==> src/rtl/cpu_decode_defs.svh <==
// Constants for the opcode decode and timing block
// Behaviour
// - Opcode 00, supervisory_rom_call, is one byte, 15 cycles, flags untouched.
// - Opcode 30, halt, is one byte, 9 cycles, flags untouched.
// - Add, add-with-carry, subtract, subtract_with_borrow update carry and zero.
// - Bitwise and, or, xor on accumulator or RAM update zero only.
// - Register-space logic ops with immediate: three bytes, 9 or 10 cycles, zero.
// - Flag-register logic ops: two bytes, 4 cycles, may change carry and zero.
// - Accumulator to register-space moves: 6,7 reads, 5,6 writes, 8,9 immediate.
// - Accumulator loads update zero; index loads and RAM stores leave flags.
// - Opcode 5F copies RAM to RAM: three bytes, 10 cycles, no flags.
// - Opcodes 3E and 3F: two bytes, 10 cycles, load form updates zero.
// - Shifts and rotates update carry and zero: 4, 7 or 8 cycles.
// - Increment and decrement update carry and zero: 4, 7 or 8 cycles.
// - Push takes 4 cycles, pop 5; only popping accumulator updates zero.
// - long_call 13, long_jump 7, return 8, interrupt_return 10 restoring flags.
// - Upper nibble 8 to F selects two-byte relative branches and cycle counts.
// - Opcode 28, program_memory_read, one byte, 11 cycles, updates zero.
// - compare sets zero on equal, carry on less, cycles 5,7,8,8,9.
// - mask_test is three bytes, updates zero only, 8, 9, 9 or 10 cycles.
// - One extra cycle when instruction bytes cross a 128-byte flash page.
// - Relative branches carry a 12-bit two's-complement displacement.
// - Reset clears accumulator, index, pc and stack pointer; flags load 02h.
`ifndef CPU_DECODE_DEFS_SVH
`define CPU_DECODE_DEFS_SVH

// Flash page size and the top bit of the in-page offset
`define FLASH_PAGE_BYTES   8'h80
`define FLASH_PAGE_MSB     6

// Relative branch displacement width
`define REL_DISP_BITS      12

// Extra cycle for a page crossing
`define PAGE_CROSS_CYCLES  5'h01

// Reset values of the core registers
`define ACC_RESET          8'h00
`define IDX_RESET          8'h00
`define PC_RESET           16'h0000
`define SP_RESET           8'h00
`define FLAGS_RESET        8'h02

// Flag bit positions
`define FLAG_CARRY_BIT     2
`define FLAG_ZERO_BIT      1

// Decoder state codes
`define ST_IDLE_CODE       2'b00
`define ST_RD1_CODE        2'b01
`define ST_RD2_CODE        2'b10
`define ST_EMIT_CODE       2'b11

`endif

==> src/rtl/cpu_decode_pkg.sv <==
// Types shared by the opcode decode and timing block
`include "cpu_decode_defs.svh"
package cpu_decode_pkg;

  // Sequencer states
  typedef enum logic [1:0] {
    ST_IDLE = `ST_IDLE_CODE,
    ST_RD1  = `ST_RD1_CODE,
    ST_RD2  = `ST_RD2_CODE,
    ST_EMIT = `ST_EMIT_CODE
  } dec_state_t;

  // Static facts about one opcode
  typedef struct packed {
    logic [1:0] length;
    logic [4:0] cycles;
    logic       upd_carry;
    logic       upd_zero;
  } dec_info_t;

  // Core register set
  typedef struct packed {
    logic [7:0]  acc;
    logic [7:0]  idx;
    logic [15:0] pc;
    logic [7:0]  sp;
  } core_regs_t;

endpackage

==> src/rtl/cpu_opcode_decode_timing.sv <==
// Opcode decoder with operand fetch, timing and core register state
`include "cpu_decode_defs.svh"
`timescale 1ns/100ps
`default_nettype none
module cpu_opcode_decode_timing (
  // Clock and reset
  input  wire logic                    clk_sys,
  input  wire logic                    srst,
  // First opcode byte from the fetch unit
  input  wire logic                    op_valid,
  input  wire logic [7:0]              op_byte,
  input  wire logic [15:0]             op_addr,
  output logic                         op_ready,
  // Operand fetch from program flash
  output logic                         prog_rd_req,
  output logic [15:0]                  prog_rd_addr,
  input  wire logic                    prog_rd_valid,
  input  wire logic [7:0]              prog_rd_data,
  // Decoded instruction
  output logic                         dec_valid,
  output logic [7:0]                   dec_opcode,
  output logic [7:0]                   dec_operand1,
  output logic [7:0]                   dec_operand2,
  output cpu_decode_pkg::dec_info_t    dec_info,
  output logic                         dec_page_cross,
  output logic [15:0]                  dec_rel_target,
  // Core register writes from the execute unit
  input  wire logic                    regs_wr,
  input  wire cpu_decode_pkg::core_regs_t regs_wdata,
  input  wire logic                    flags_wr,
  input  wire logic [7:0]              flags_wdata,
  // Core register state
  output cpu_decode_pkg::core_regs_t   core_regs,
  output logic [7:0]                   core_flags
);

  cpu_decode_pkg::dec_state_t state_reg;
  cpu_decode_pkg::dec_state_t state_next;
  cpu_decode_pkg::dec_info_t  info_next;
  cpu_decode_pkg::dec_info_t  info_reg;
  logic [7:0]                 opcode_reg;
  logic [15:0]                addr_reg;
  logic [7:0]                 oper1_reg;
  logic [7:0]                 oper2_reg;
  logic                       cross_next;
  logic [7:0]                 span_end;
  logic [15:0]                disp_ext;
  logic                       op_take;
  logic                       op_ready_reg;
  logic                       rd_req_reg;
  logic [15:0]                rd_addr_reg;
  logic                       dec_valid_reg;
  cpu_decode_pkg::dec_info_t  dec_info_reg;
  logic                       dec_cross_reg;
  logic [15:0]                dec_target_reg;
  cpu_decode_pkg::core_regs_t regs_reg;
  logic [7:0]                 flags_reg;
  logic                       mask_carry_reg;
  logic                       mask_zero_reg;

  // Pack one table entry
  function automatic cpu_decode_pkg::dec_info_t mk(
    input logic [1:0] len,
    input logic [4:0] cyc,
    input logic       c,
    input logic       z
  );
    cpu_decode_pkg::dec_info_t r;
    r.length    = len;
    r.cycles    = cyc;
    r.upd_carry = c;
    r.upd_zero  = z;
    return r;
  endfunction

  // Regular arithmetic and logic forms by low three bits
  function automatic cpu_decode_pkg::dec_info_t alu_form(
    input logic [2:0] form,
    input logic       c
  );
    cpu_decode_pkg::dec_info_t r;
    case (form)
      3'h1:    r = mk(2'd2, 5'd4, c, 1'b1);
      3'h2:    r = mk(2'd2, 5'd6, c, 1'b1);
      3'h3:    r = mk(2'd2, 5'd7, c, 1'b1);
      3'h4:    r = mk(2'd2, 5'd7, c, 1'b1);
      3'h5:    r = mk(2'd2, 5'd8, c, 1'b1);
      3'h6:    r = mk(2'd3, 5'd9, c, 1'b1);
      3'h7:    r = mk(2'd3, 5'd10, c, 1'b1);
      default: r = mk(2'd1, 5'd4, 1'b0, 1'b0);
    endcase
    return r;
  endfunction

  // Table for opcodes 00 to 3F
  function automatic cpu_decode_pkg::dec_info_t low_table(
    input logic [7:0] op
  );
    cpu_decode_pkg::dec_info_t r;
    r = alu_form(op[2:0], ~op[5]);
    case (op)
      8'h00: r = mk(2'd1, 5'd15, 1'b0, 1'b0);
      8'h08: r = mk(2'd1, 5'd4, 1'b0, 1'b0);
      8'h10: r = mk(2'd1, 5'd4, 1'b0, 1'b0);
      8'h18: r = mk(2'd1, 5'd5, 1'b0, 1'b1);
      8'h20: r = mk(2'd1, 5'd5, 1'b0, 1'b0);
      8'h28: r = mk(2'd1, 5'd11, 1'b0, 1'b1);
      8'h30: r = mk(2'd1, 5'd9, 1'b0, 1'b0);
      8'h38: r = mk(2'd2, 5'd5, 1'b0, 1'b0);
      8'h39: r = mk(2'd2, 5'd5, 1'b1, 1'b1);
      8'h3A: r = mk(2'd2, 5'd7, 1'b1, 1'b1);
      8'h3B: r = mk(2'd2, 5'd8, 1'b1, 1'b1);
      8'h3C: r = mk(2'd3, 5'd8, 1'b1, 1'b1);
      8'h3D: r = mk(2'd3, 5'd9, 1'b1, 1'b1);
      8'h3E: r = mk(2'd2, 5'd10, 1'b0, 1'b1);
      8'h3F: r = mk(2'd2, 5'd10, 1'b0, 1'b0);
      default: r = r;
    endcase
    return r;
  endfunction

  // Table for opcodes 40 to 7F
  function automatic cpu_decode_pkg::dec_info_t mid_table(
    input logic [7:0] op
  );
    cpu_decode_pkg::dec_info_t r;
    case (op)
      8'h40: r = mk(2'd1, 5'd4, 1'b0, 1'b0);
      8'h41: r = mk(2'd3, 5'd9, 1'b0, 1'b1);
      8'h42: r = mk(2'd3, 5'd10, 1'b0, 1'b1);
      8'h43: r = mk(2'd3, 5'd9, 1'b0, 1'b1);
      8'h44: r = mk(2'd3, 5'd10, 1'b0, 1'b1);
      8'h45: r = mk(2'd3, 5'd9, 1'b0, 1'b1);
      8'h46: r = mk(2'd3, 5'd10, 1'b0, 1'b1);
      8'h47: r = mk(2'd3, 5'd8, 1'b0, 1'b1);
      8'h48: r = mk(2'd3, 5'd9, 1'b0, 1'b1);
      8'h49: r = mk(2'd3, 5'd9, 1'b0, 1'b1);
      8'h4A: r = mk(2'd3, 5'd10, 1'b0, 1'b1);
      8'h4B: r = mk(2'd1, 5'd5, 1'b0, 1'b1);
      8'h4C: r = mk(2'd2, 5'd7, 1'b0, 1'b1);
      8'h4D: r = mk(2'd2, 5'd7, 1'b0, 1'b0);
      8'h4E: r = mk(2'd1, 5'd5, 1'b0, 1'b1);
      8'h4F: r = mk(2'd1, 5'd4, 1'b0, 1'b0);
      8'h50: r = mk(2'd2, 5'd4, 1'b0, 1'b1);
      8'h51: r = mk(2'd2, 5'd5, 1'b0, 1'b1);
      8'h52: r = mk(2'd2, 5'd6, 1'b0, 1'b1);
      8'h53: r = mk(2'd2, 5'd5, 1'b0, 1'b0);
      8'h54: r = mk(2'd2, 5'd6, 1'b0, 1'b0);
      8'h55: r = mk(2'd3, 5'd8, 1'b0, 1'b0);
      8'h56: r = mk(2'd3, 5'd9, 1'b0, 1'b0);
      8'h57: r = mk(2'd2, 5'd4, 1'b0, 1'b0);
      8'h58: r = mk(2'd2, 5'd6, 1'b0, 1'b0);
      8'h59: r = mk(2'd2, 5'd7, 1'b0, 1'b0);
      8'h5A: r = mk(2'd2, 5'd5, 1'b0, 1'b0);
      8'h5B: r = mk(2'd1, 5'd4, 1'b0, 1'b1);
      8'h5C: r = mk(2'd1, 5'd4, 1'b0, 1'b0);
      8'h5D: r = mk(2'd2, 5'd6, 1'b0, 1'b1);
      8'h5E: r = mk(2'd2, 5'd7, 1'b0, 1'b1);
      8'h5F: r = mk(2'd3, 5'd10, 1'b0, 1'b0);
      8'h60: r = mk(2'd2, 5'd5, 1'b0, 1'b0);
      8'h61: r = mk(2'd2, 5'd6, 1'b0, 1'b0);
      8'h62: r = mk(2'd3, 5'd8, 1'b0, 1'b0);
      8'h63: r = mk(2'd3, 5'd9, 1'b0, 1'b0);
      8'h64: r = mk(2'd1, 5'd4, 1'b1, 1'b1);
      8'h65: r = mk(2'd2, 5'd7, 1'b1, 1'b1);
      8'h66: r = mk(2'd2, 5'd8, 1'b1, 1'b1);
      8'h67: r = mk(2'd1, 5'd4, 1'b1, 1'b1);
      8'h68: r = mk(2'd2, 5'd7, 1'b1, 1'b1);
      8'h69: r = mk(2'd2, 5'd8, 1'b1, 1'b1);
      8'h6A: r = mk(2'd1, 5'd4, 1'b1, 1'b1);
      8'h6B: r = mk(2'd2, 5'd7, 1'b1, 1'b1);
      8'h6C: r = mk(2'd2, 5'd8, 1'b1, 1'b1);
      8'h6D: r = mk(2'd1, 5'd4, 1'b1, 1'b1);
      8'h6E: r = mk(2'd2, 5'd7, 1'b1, 1'b1);
      8'h6F: r = mk(2'd2, 5'd8, 1'b1, 1'b1);
      8'h70: r = mk(2'd2, 5'd4, 1'b1, 1'b1);
      8'h71: r = mk(2'd2, 5'd4, 1'b1, 1'b1);
      8'h72: r = mk(2'd2, 5'd4, 1'b1, 1'b1);
      8'h73: r = mk(2'd1, 5'd4, 1'b0, 1'b1);
      8'h74: r = mk(2'd1, 5'd4, 1'b1, 1'b1);
      8'h75: r = mk(2'd1, 5'd4, 1'b1, 1'b1);
      8'h76: r = mk(2'd2, 5'd7, 1'b1, 1'b1);
      8'h77: r = mk(2'd2, 5'd8, 1'b1, 1'b1);
      8'h78: r = mk(2'd1, 5'd4, 1'b1, 1'b1);
      8'h79: r = mk(2'd1, 5'd4, 1'b1, 1'b1);
      8'h7A: r = mk(2'd2, 5'd7, 1'b1, 1'b1);
      8'h7B: r = mk(2'd2, 5'd8, 1'b1, 1'b1);
      8'h7C: r = mk(2'd3, 5'd13, 1'b0, 1'b0);
      8'h7D: r = mk(2'd3, 5'd7, 1'b0, 1'b0);
      8'h7E: r = mk(2'd1, 5'd10, 1'b1, 1'b1);
      default: r = mk(2'd1, 5'd8, 1'b0, 1'b0); // 7F return
    endcase
    return r;
  endfunction

  // Relative branches chosen by the upper nibble
  function automatic cpu_decode_pkg::dec_info_t rel_table(
    input logic [3:0] nib
  );
    cpu_decode_pkg::dec_info_t r;
    case (nib)
      4'h9:    r = mk(2'd2, 5'd11, 1'b0, 1'b0);
      4'hE:    r = mk(2'd2, 5'd7, 1'b0, 1'b0);
      4'hF:    r = mk(2'd2, 5'd13, 1'b0, 1'b1);
      default: r = mk(2'd2, 5'd5, 1'b0, 1'b0);
    endcase
    return r;
  endfunction

  // Decode from the first byte alone
  always_comb begin
    if (op_byte[7]) begin
      info_next = rel_table(op_byte[7:4]);
    end else if (op_byte[6]) begin
      info_next = mid_table(op_byte);
    end else begin
      info_next = low_table(op_byte);
    end
  end

  // Last byte offset within the flash page
  assign span_end   = {1'b0, op_addr[`FLASH_PAGE_MSB:0]} +
                      {6'h00, info_next.length} - 8'h01;
  assign cross_next = span_end >= `FLASH_PAGE_BYTES;
  assign op_take    = op_valid && op_ready_reg;

  // Sign-extended 12-bit displacement from opcode and first operand
  assign disp_ext = {{(16 - `REL_DISP_BITS){opcode_reg[3]}},
                     opcode_reg[3:0], oper1_reg};

  // Sequencer next state
  always_comb begin
    state_next = state_reg;
    case (state_reg)
      cpu_decode_pkg::ST_IDLE: begin
        if (op_take) begin
          state_next = (info_next.length == 2'd1) ? cpu_decode_pkg::ST_EMIT
                                                  : cpu_decode_pkg::ST_RD1;
        end
      end
      cpu_decode_pkg::ST_RD1: begin
        if (prog_rd_valid) begin
          state_next = (info_reg.length == 2'd3) ? cpu_decode_pkg::ST_RD2
                                                 : cpu_decode_pkg::ST_EMIT;
        end
      end
      cpu_decode_pkg::ST_RD2: begin
        if (prog_rd_valid) begin
          state_next = cpu_decode_pkg::ST_EMIT;
        end
      end
      cpu_decode_pkg::ST_EMIT: state_next = cpu_decode_pkg::ST_IDLE;
      default: state_next = cpu_decode_pkg::ST_IDLE;
    endcase
  end

  // State register
  always_ff @(posedge clk_sys) begin
    if (srst) begin
      state_reg <= cpu_decode_pkg::ST_IDLE;
    end else begin
      state_reg <= state_next;
    end
  end

  // Capture opcode, address and table entry
  always_ff @(posedge clk_sys) begin
    if (srst) begin
      opcode_reg <= 8'h00;
      addr_reg   <= 16'h0000;
      info_reg   <= '0;
    end else if (op_take) begin
      opcode_reg <= op_byte;
      addr_reg   <= op_addr;
      info_reg   <= info_next;
      info_reg.cycles <= info_next.cycles +
                         (cross_next ? `PAGE_CROSS_CYCLES : 5'h00);
    end
  end

  // Operand bytes from program flash
  always_ff @(posedge clk_sys) begin
    if (srst) begin
      oper1_reg <= 8'h00;
      oper2_reg <= 8'h00;
    end else if (op_take) begin
      oper1_reg <= 8'h00;
      oper2_reg <= 8'h00;
    end else if (prog_rd_valid && state_reg == cpu_decode_pkg::ST_RD1) begin
      oper1_reg <= prog_rd_data;
    end else if (prog_rd_valid && state_reg == cpu_decode_pkg::ST_RD2) begin
      oper2_reg <= prog_rd_data;
    end
  end

  // Flash read request, one-cycle pulse per operand byte
  always_ff @(posedge clk_sys) begin
    if (srst) begin
      rd_req_reg  <= 1'b0;
      rd_addr_reg <= 16'h0000;
    end else if (op_take && info_next.length != 2'd1) begin
      rd_req_reg  <= 1'b1;
      rd_addr_reg <= op_addr + 16'h0001;
    end else if (prog_rd_valid && state_reg == cpu_decode_pkg::ST_RD1 &&
                 info_reg.length == 2'd3) begin
      rd_req_reg  <= 1'b1;
      rd_addr_reg <= addr_reg + 16'h0002;
    end else begin
      rd_req_reg  <= 1'b0;
    end
  end

  // Ready for a new opcode only while idle
  always_ff @(posedge clk_sys) begin
    if (srst) begin
      op_ready_reg <= 1'b0;
    end else begin
      op_ready_reg <= (state_next == cpu_decode_pkg::ST_IDLE) && !op_take;
    end
  end

  // Decoded result, valid for one cycle
  always_ff @(posedge clk_sys) begin
    if (srst) begin
      dec_valid_reg  <= 1'b0;
      dec_info_reg   <= '0;
      dec_cross_reg  <= 1'b0;
      dec_target_reg <= 16'h0000;
    end else begin
      dec_valid_reg <= (state_reg == cpu_decode_pkg::ST_EMIT);
      if (state_reg == cpu_decode_pkg::ST_EMIT) begin
        dec_info_reg   <= info_reg;
        dec_cross_reg  <= info_reg.cycles !=
                          mk_cycles_base(opcode_reg);
        dec_target_reg <= addr_reg + disp_ext;
      end
    end
  end

  // Uncrossed cycle count, used to report the page crossing
  function automatic logic [4:0] mk_cycles_base(input logic [7:0] op);
    cpu_decode_pkg::dec_info_t r;
    r = op[7] ? rel_table(op[7:4]) : (op[6] ? mid_table(op) : low_table(op));
    return r.cycles;
  endfunction

  // Flag mask of the instruction last handed out
  always_ff @(posedge clk_sys) begin
    if (srst) begin
      mask_carry_reg <= 1'b0;
      mask_zero_reg  <= 1'b0;
    end else if (state_reg == cpu_decode_pkg::ST_EMIT) begin
      mask_carry_reg <= info_reg.upd_carry;
      mask_zero_reg  <= info_reg.upd_zero;
    end
  end

  // Core registers
  always_ff @(posedge clk_sys) begin
    if (srst) begin
      regs_reg.acc <= `ACC_RESET;
      regs_reg.idx <= `IDX_RESET;
      regs_reg.pc  <= `PC_RESET;
      regs_reg.sp  <= `SP_RESET;
    end else if (regs_wr) begin
      regs_reg <= regs_wdata;
    end
  end

  // Flags: only the carry and zero bits the decode allows change
  always_ff @(posedge clk_sys) begin
    if (srst) begin
      flags_reg <= `FLAGS_RESET;
    end else if (flags_wr) begin
      if (mask_carry_reg) begin
        flags_reg[`FLAG_CARRY_BIT] <= flags_wdata[`FLAG_CARRY_BIT];
      end
      if (mask_zero_reg) begin
        flags_reg[`FLAG_ZERO_BIT] <= flags_wdata[`FLAG_ZERO_BIT];
      end
    end
  end

  // Outputs
  assign op_ready       = op_ready_reg;
  assign prog_rd_req    = rd_req_reg;
  assign prog_rd_addr   = rd_addr_reg;
  assign dec_valid      = dec_valid_reg;
  assign dec_opcode     = opcode_reg;
  assign dec_operand1   = oper1_reg;
  assign dec_operand2   = oper2_reg;
  assign dec_info       = dec_info_reg;
  assign dec_page_cross = dec_cross_reg;
  assign dec_rel_target = dec_target_reg;
  assign core_regs      = regs_reg;
  assign core_flags     = flags_reg;

endmodule // cpu_opcode_decode_timing
`default_nettype wire
==> config.mk <==
export PLATFORM = sky130hd
export DESIGN_NAME = cpu_opcode_decode_timing
export DESIGN_NICKNAME = d
export VERILOG_FILES = /design/src/rtl/cpu_decode_pkg.sv /design/src/rtl/cpu_opcode_decode_timing.sv
export VERILOG_INCLUDE_DIRS = /design/src /design/src/rtl
export SDC_FILE = /design/constraint.sdc
export NUM_CORES = 1
export LEC_CHECK = 0
export BUFFER_PORTS_ARGS = -buffer_cell sky130_fd_sc_hd__buf_2
export CAP_MARGIN = 20
export CORE_UTILIZATION = 55
export DETAILED_ROUTE_END_ITERATION = 10
export PLACE_DENSITY = 0.8
export REMOVE_ABC_BUFFERS = 1
export SLEW_MARGIN = 20
export SYNTH_ARGS = -nofsm -noshare
export SYNTH_HDL_FRONTEND = slang
export SYNTH_SLANG_ARGS = --single-unit
==> constraint.sdc <==
create_clock -name clk_sys -period 4.9 [get_ports clk_sys]
set_input_delay 0.245 -clock clk_sys [delete_from_list [all_inputs] [get_ports clk_sys]]
set_output_delay 0.245 -clock clk_sys [all_outputs]
set_load 0.02 [all_outputs]
; ---- After elaboration in Yosys (flattened, before gate mapping)
; Memory sizes are Yosys's and may differ from the RTL's. A register that Yosys moved wholly into a read port is not among the register bits.
; Cells that the tools add are included.
[totals]
reg_bits = 138
rom_bits = 2048
word_cells = 141
memories = 2
[classes]
n_addsub = 6
order_cmp = 1
n_eq_ne = 55
muxes = 29
bitwise_logic = 3
n_reduce_logical = 20
[memory_table]
columns = name, depth, word_bits, rd, rd_ports_with_merged_regs, write_ports, line_no
row1 = (no name shown), 128, 8, 1, 1, 0, cpu_opcode_decode_timing.sv:127  ; case (op)
row2 = (no name shown), 128, 8, 1, 0, 0, cpu_opcode_decode_timing.sv:127
[ops]
columns = operator, n
row1 = $eq 8x6->1 const B, 22
row2 = $pmux 9 s14, 1
row3 = $pmux 7 s14, 1
row4 = $mux 7, 10
row5 = $pmux 9 s6, 1
row6 = $pmux 6 s3, 2
row7 = $pmux 6 s6, 1
row8 = $eq 8x5->1 const B, 4
row9 = $mux 16, 2
row10 = $eq 3x3->1 const B, 8
row11 = $eq 4x4->1 const B, 6
row12 = $mux 9, 2
row13 = $add 16x1->16 const B, 1
row14 = $add 16x16->16, 1
row15 = $add 16x2->16 const B, 1
row16 = $eq 8x4->1 const B, 2
row17 = $logic_not 8->1, 2
row18 = $eq 3x2->1 const B, 4
row19 = $reduce_or 2->1, 5
row20 = $add 7x2->8, 1
row21 = $ge 8x8->1 const B, 1
row22 = $mux 2, 4
row23 = $pmux 2 s4, 1
row24 = $sub 8x1->8 const B, 1
row25 = other kinds (13), 30

; ---- Logic depth before layout (Yosys ltp)
[depth]
ltp_word = 12
ltp_mapped = 24

; ---- Worst setup path after synthesis
; Ideal clock, no wire load.
[synth_timing]
kind = input -> register
from = input op_byte[1]
to = register info_reg[5] (netlist name)
setup_ns = 0.124
t_arrival_ns = 3.756
required_time_ns = 4.776
slack_ns = 1.020
path_stages = 24
cell_sequence = inv_1 -> ha_1 -> buf_6 -> nor2b_4 -> o31ai_4 -> o32a_1 -> o21ai_1 -> a221o_2 -> inv_2 -> ha_1 -> inv_1 -> ha_1 -> fa_1 -> a21oi_1 -> nor2b_1 -> o21ai_0 -> nand2b_1 -> a21oi_1 -> xnor2_1 -> ha_1 -> nand2b_1 -> a21oi_1 -> and4_1 -> nor3_1
[synth_between]
elab_chain_len = 11
[synth_lines]
columns = element, line_no
row1 = from (decl), cpu_opcode_decode_timing.sv:11  ; input wire logic [7:0] op_byte,
row2 = $eq 3x3->1 / $eq 3x2->1 (equally long branches), cpu_opcode_decode_timing.sv:82  ; case (form)
row3 = $reduce_or 2->1 (no source line), -
row4 = $pmux 9 s6, cpu_opcode_decode_timing.sv:82
row5 = $pmux 9 s14, cpu_opcode_decode_timing.sv:101  ; case (op)
row6 = $mux 9 *, cpu_opcode_decode_timing.sv:214  ; end else if (op_byte[6]) begin
row7 = $mux 9 *, cpu_opcode_decode_timing.sv:212  ; if (op_byte[7]) begin
row8 = $add 7x2->8, cpu_opcode_decode_timing.sv:222  ; assign span_end = {1'b0, op_addr[`FLASH_PAGE_MSB:0]} +
row9 = $sub 8x1->8, cpu_opcode_decode_timing.sv:222
row10 = $ge 8x8->1 (no source line), -
row11 = $mux 1, cpu_opcode_decode_timing.sv:277  ; (cross_next ? `PAGE_CROSS_CYCLES : 5'h00);
row12 = $add 5x1->5 *, cpu_opcode_decode_timing.sv:276  ; info_reg.cycles <= info_next.cycles +
row13 = to (signal assigned), cpu_opcode_decode_timing.sv:275  ; info_reg <= info_next;
row14 = to (decl), cpu_opcode_decode_timing.sv:40  ; cpu_decode_pkg::dec_info_t info_reg;
; Every way passes the cells marked *; elsewhere a longest branch is shown, timed or not.
; A chain may end at the register's enable or synchronous reset.

; ---- Final worst setup path
; Same ends and word-level chain as after synthesis.

==> impl_metrics.env <==
export IMPL_outcome="completed"
export IMPL_overflow=0
export IMPL_hold_viol=0
export IMPL_crit_required_ns=5.21
export IMPL_initialDrtViolationCount=659
export IMPL_io_buffers=190
export IMPL_cts_tree="built"
export IMPL_post_dp_hpwl_microns=17300
export IMPL_vdd_ir_drop_max_v=0.000228
export IMPL_power_leakage_nw=4.76
export IMPL_fin_total_pwr_mw=3.20
export IMPL_ctsHtreeMaxLevel=4
export IMPL_root_buffer="clkbuf_16"
export IMPL_yosysSeqAreaShare=0.314
export IMPL_grt_pass1_wl_microns=38600
export IMPL_critical_path_top_delay_family="compound AO/OA/AOI/OAI gates"
export IMPL_pwr_share_comb=0.190
export IMPL_power_share_switching=0.307
export IMPL_fp_dieH_microns=130
export IMPL_antenna_found_initial=0
export IMPL_crit_type="in -> reg"
export IMPL_drv_slew=0
export IMPL_synthTopCellsByCount="154 x nand2_1, 142 x dfxtp_1, 119 x nor2_1, 104 x a21oi_1, 61 x mux2i_1"
export IMPL_drive_gt1_frac=0.214
export IMPL_fin_crit_ns=4.16
export IMPL_fmax_mhz=241
export IMPL_use_met1=0.359
export IMPL_cts_hold_buf=0
export IMPL_p_sw_mw=0.982
export IMPL_ys_ff_latch=142
export IMPL_rows=46
export IMPL_post_synth_top_count_cell="nand2_1"
export IMPL_worstPathMaxFanout=11
export IMPL_syn_area_per_cell_sq_um=7.88
export IMPL_finClkSkew_ns=0.00779
export IMPL_yosys_warnings=0
export IMPL_fillers=1401
export IMPL_synth_cells=1150
export IMPL_grt_max_degree=72
export IMPL_setup_violations=0
export IMPL_start_util=0.566
export IMPL_max_slew_margin=0.345
export IMPL_syn_cell_area_sq_um=9060
export IMPL_track_usage=0.285
export IMPL_critical_path_slowest_cell="a221o_2"
export IMPL_drv_cap=0
export IMPL_die_area_sq_um=17000
export IMPL_path_cells="buf_2, inv_1, ha_1, nor2b_4, o31ai_4, o32a_1, o21ai_1, a221o_2, inv_2, ha_1, inv_1, ha_1, fa_1, a21oi_1, nor2b_1, o21ai_0, nand2b_1, a21oi_1, xnor2_1, ha_1, nand2b_1, a21oi_1, and4_1, nor3_1"
export IMPL_tightest_slew_ns=0.982
export IMPL_grt_pass1_vias=7921
export IMPL_synth_top_area_share=0.314
export IMPL_antennaDiodeCount=0
export IMPL_routedWlPerCell_microns=15.9
export IMPL_area_growth_pct=16.8
export IMPL_max_stage_delay_ns=0.50
export IMPL_p_clk_frac=0.412
export IMPL_io_pins=203
export IMPL_yosysUniqueCellTypes=89
export IMPL_drc=0
export IMPL_drt_total_wl_microns=24200
export IMPL_power_density_nw_per_um2=302
export IMPL_first_pass_iters=5
export IMPL_yosysTopAreaCell="dfxtp_1"
export IMPL_coreArea_sq_um=16000
export IMPL_synth_edff_count=0
export IMPL_largest_reg_flops=40
export IMPL_dieWidth_microns=130
export IMPL_postCtsSetupRepairBufs=0
export IMPL_tns_ns=0
export IMPL_clk_transition_reported_paths_ns=0.07
export IMPL_use_met2=0.492
export IMPL_cts_sinks=142
export IMPL_cp_end_kind="flip-flop"
export IMPL_seqPwrFrac=0.397
export IMPL_arrival_ns=4.47
export IMPL_synth_area_leaders="dfxtp_1 31%, mux2i_1 6.7%, nand2_1 6.4%"
export IMPL_num_nets_final=1421
export IMPL_synthFlopType="dfxtp_1"
export IMPL_clk_insertion_delay_late_ns=0.43
export IMPL_gp_congestion=0.939
export IMPL_rsz0062_at_grt="no"
export IMPL_cts_resized=0
export IMPL_grt_use_met3=0.0463
export IMPL_finalNonFillerCells=1518
export IMPL_p_int_mw=2.21
export IMPL_clock_path_buffers=2
export IMPL_start_kind="primary input"
export IMPL_hp_class="in -> reg"
export IMPL_avgViaCountPerCell=5.77
export IMPL_drtAntennaViolNets=0
export IMPL_numCtsBuffers=17
export IMPL_vias=8754
export IMPL_async_flop_share=0
export IMPL_grt_busiest_layer="met2"
export IMPL_path_buf_inv=4
export IMPL_dp_cells=1486
export IMPL_period_share=0.848
export IMPL_cpMostUsedCell="ha_1"
stage by stage:
step / cell area (sq um) / setup slack [ns] / hold slack (ns) / util
CTS: 10600 / 0.789 / 0.0395 / 0.661
global placement: 9980 / 0.478 / 0.438 / 0.624
finish: 10600 / 0.744 / 0.0450 / 0.661
global route: 10600 / 0.292 / 0.0482 / 0.661
detailed placement: 9980 / 0.355 / 0.443 / 0.624
floorplan: 8640 / 1.03 / 0.314 / -
routing by layer:
metal | vias up | share of wire
li1 | 4346 | -
met1 | 4079 | 0.42
met2 | 279 | 0.50
met3 | 50 | 0.057
met4 | 0 | 0.023
met5 | - | 0
worst min-delay path, cell delays in order:
cell and delay, ns:
buf_2 0.07, mux2i_1 0.05, nor2_1 0.07
layout by cell type (no fill, tap or decap), types with 6 or more instances in the layout:
| master | Yosys | routed |
|---|---|---|
| xnor2_1 | 29 | 29 |
| and2_1 | 6 | 6 |
| nor3_1 | 25 | 25 |
| ha_1 | 44 | 44 |
| a21o_1 | 9 | 9 |
| a31oi_1 | 12 | 12 |
| and3_1 | 18 | 18 |
| xor2_1 | 17 | 17 |
| or3_1 | 12 | 12 |
| o211ai_1 | 15 | 15 |
| buf_4 | 12 | 17 |
| mux2i_1 | 61 | 61 |
| o21ai_0 | 41 | 41 |
| inv_1 | 28 | 28 |
| nor2_1 | 119 | 119 |
| nor2b_1 | 13 | 13 |
| clkbuf_16 | 0 | 17 |
| a211oi_1 | 25 | 25 |
| or2_2 | 6 | 6 |
| a21oi_1 | 104 | 104 |
| a211o_1 | 6 | 6 |
| inv_6 | 0 | 6 |
| nand3_1 | 36 | 36 |
| nand2_1 | 154 | 154 |
| buf_2 | 11 | 188 |
| dfxtp_1 | 142 | 142 |
| conb_1 | 1 | 6 |
| nand2b_1 | 9 | 9 |
kinds of logic (layout without fill, tap and decap cells):
group           Yosys count  after routing  share of synthesized area
flops                   142            142                      0.314
xor+xnor                 46             46                     0.0445
simple gates            428            428                      0.217
buf+inv                 123            270                     0.0619
fa+ha+maj                46             46                     0.0652
other cells               1              6                   0.000414
compound gates          292            292                      0.213
mux                      72             72                     0.0844
worst paths after layout:
path | from | endpoint | slack [ns] | cells after the start
worst min-delay path | regs_wdata[14] | core_regs[14]$_SDFFE_PP0P_ | 0.05 | 3
worst min register to register | dec_rel_target[8]$_SDFFE_PP0P_ | dec_rel_target[8]$_SDFFE_PP0P_ | 0.45 | 2
worst max register to register | dec_opcode[1]$_SDFFE_PP0P_ | flip-flop | 1.91 | 7
worst max-delay path | op_byte[1] | info_reg[5]$_SDFFE_PP0P_ | 0.74 | 24
power groups by stage:
| stage | registers [mW] | logic (mW) | clock network [mW] |
|---|---|---|---|
| floorplan | 1.33 | 0.339 | 0 |
| global placement | 1.29 | 0.590 | 0 |
| detailed placement | 1.29 | 0.603 | 0 |
| CTS | 1.27 | 0.606 | 1.32 |
| global route | 1.28 | 0.673 | 1.38 |
| finish | 1.27 | 0.609 | 1.32 |
final cells by class:
class | instances | area, sq um | share of cell area
repair buffers | 205 | 1070 | 0.101
flip-flops and latches | 142 | 2840 | 0.269
clock buffers | 17 | 425 | 0.0402
inverters | 33 | 126 | 0.0119
well taps | 216 | 270 | 0.0255
multi-input cells | 890 | 5680 | 0.536
clock inverters | 15 | 175 | 0.0166
Power figures use the tool's default switching activity.
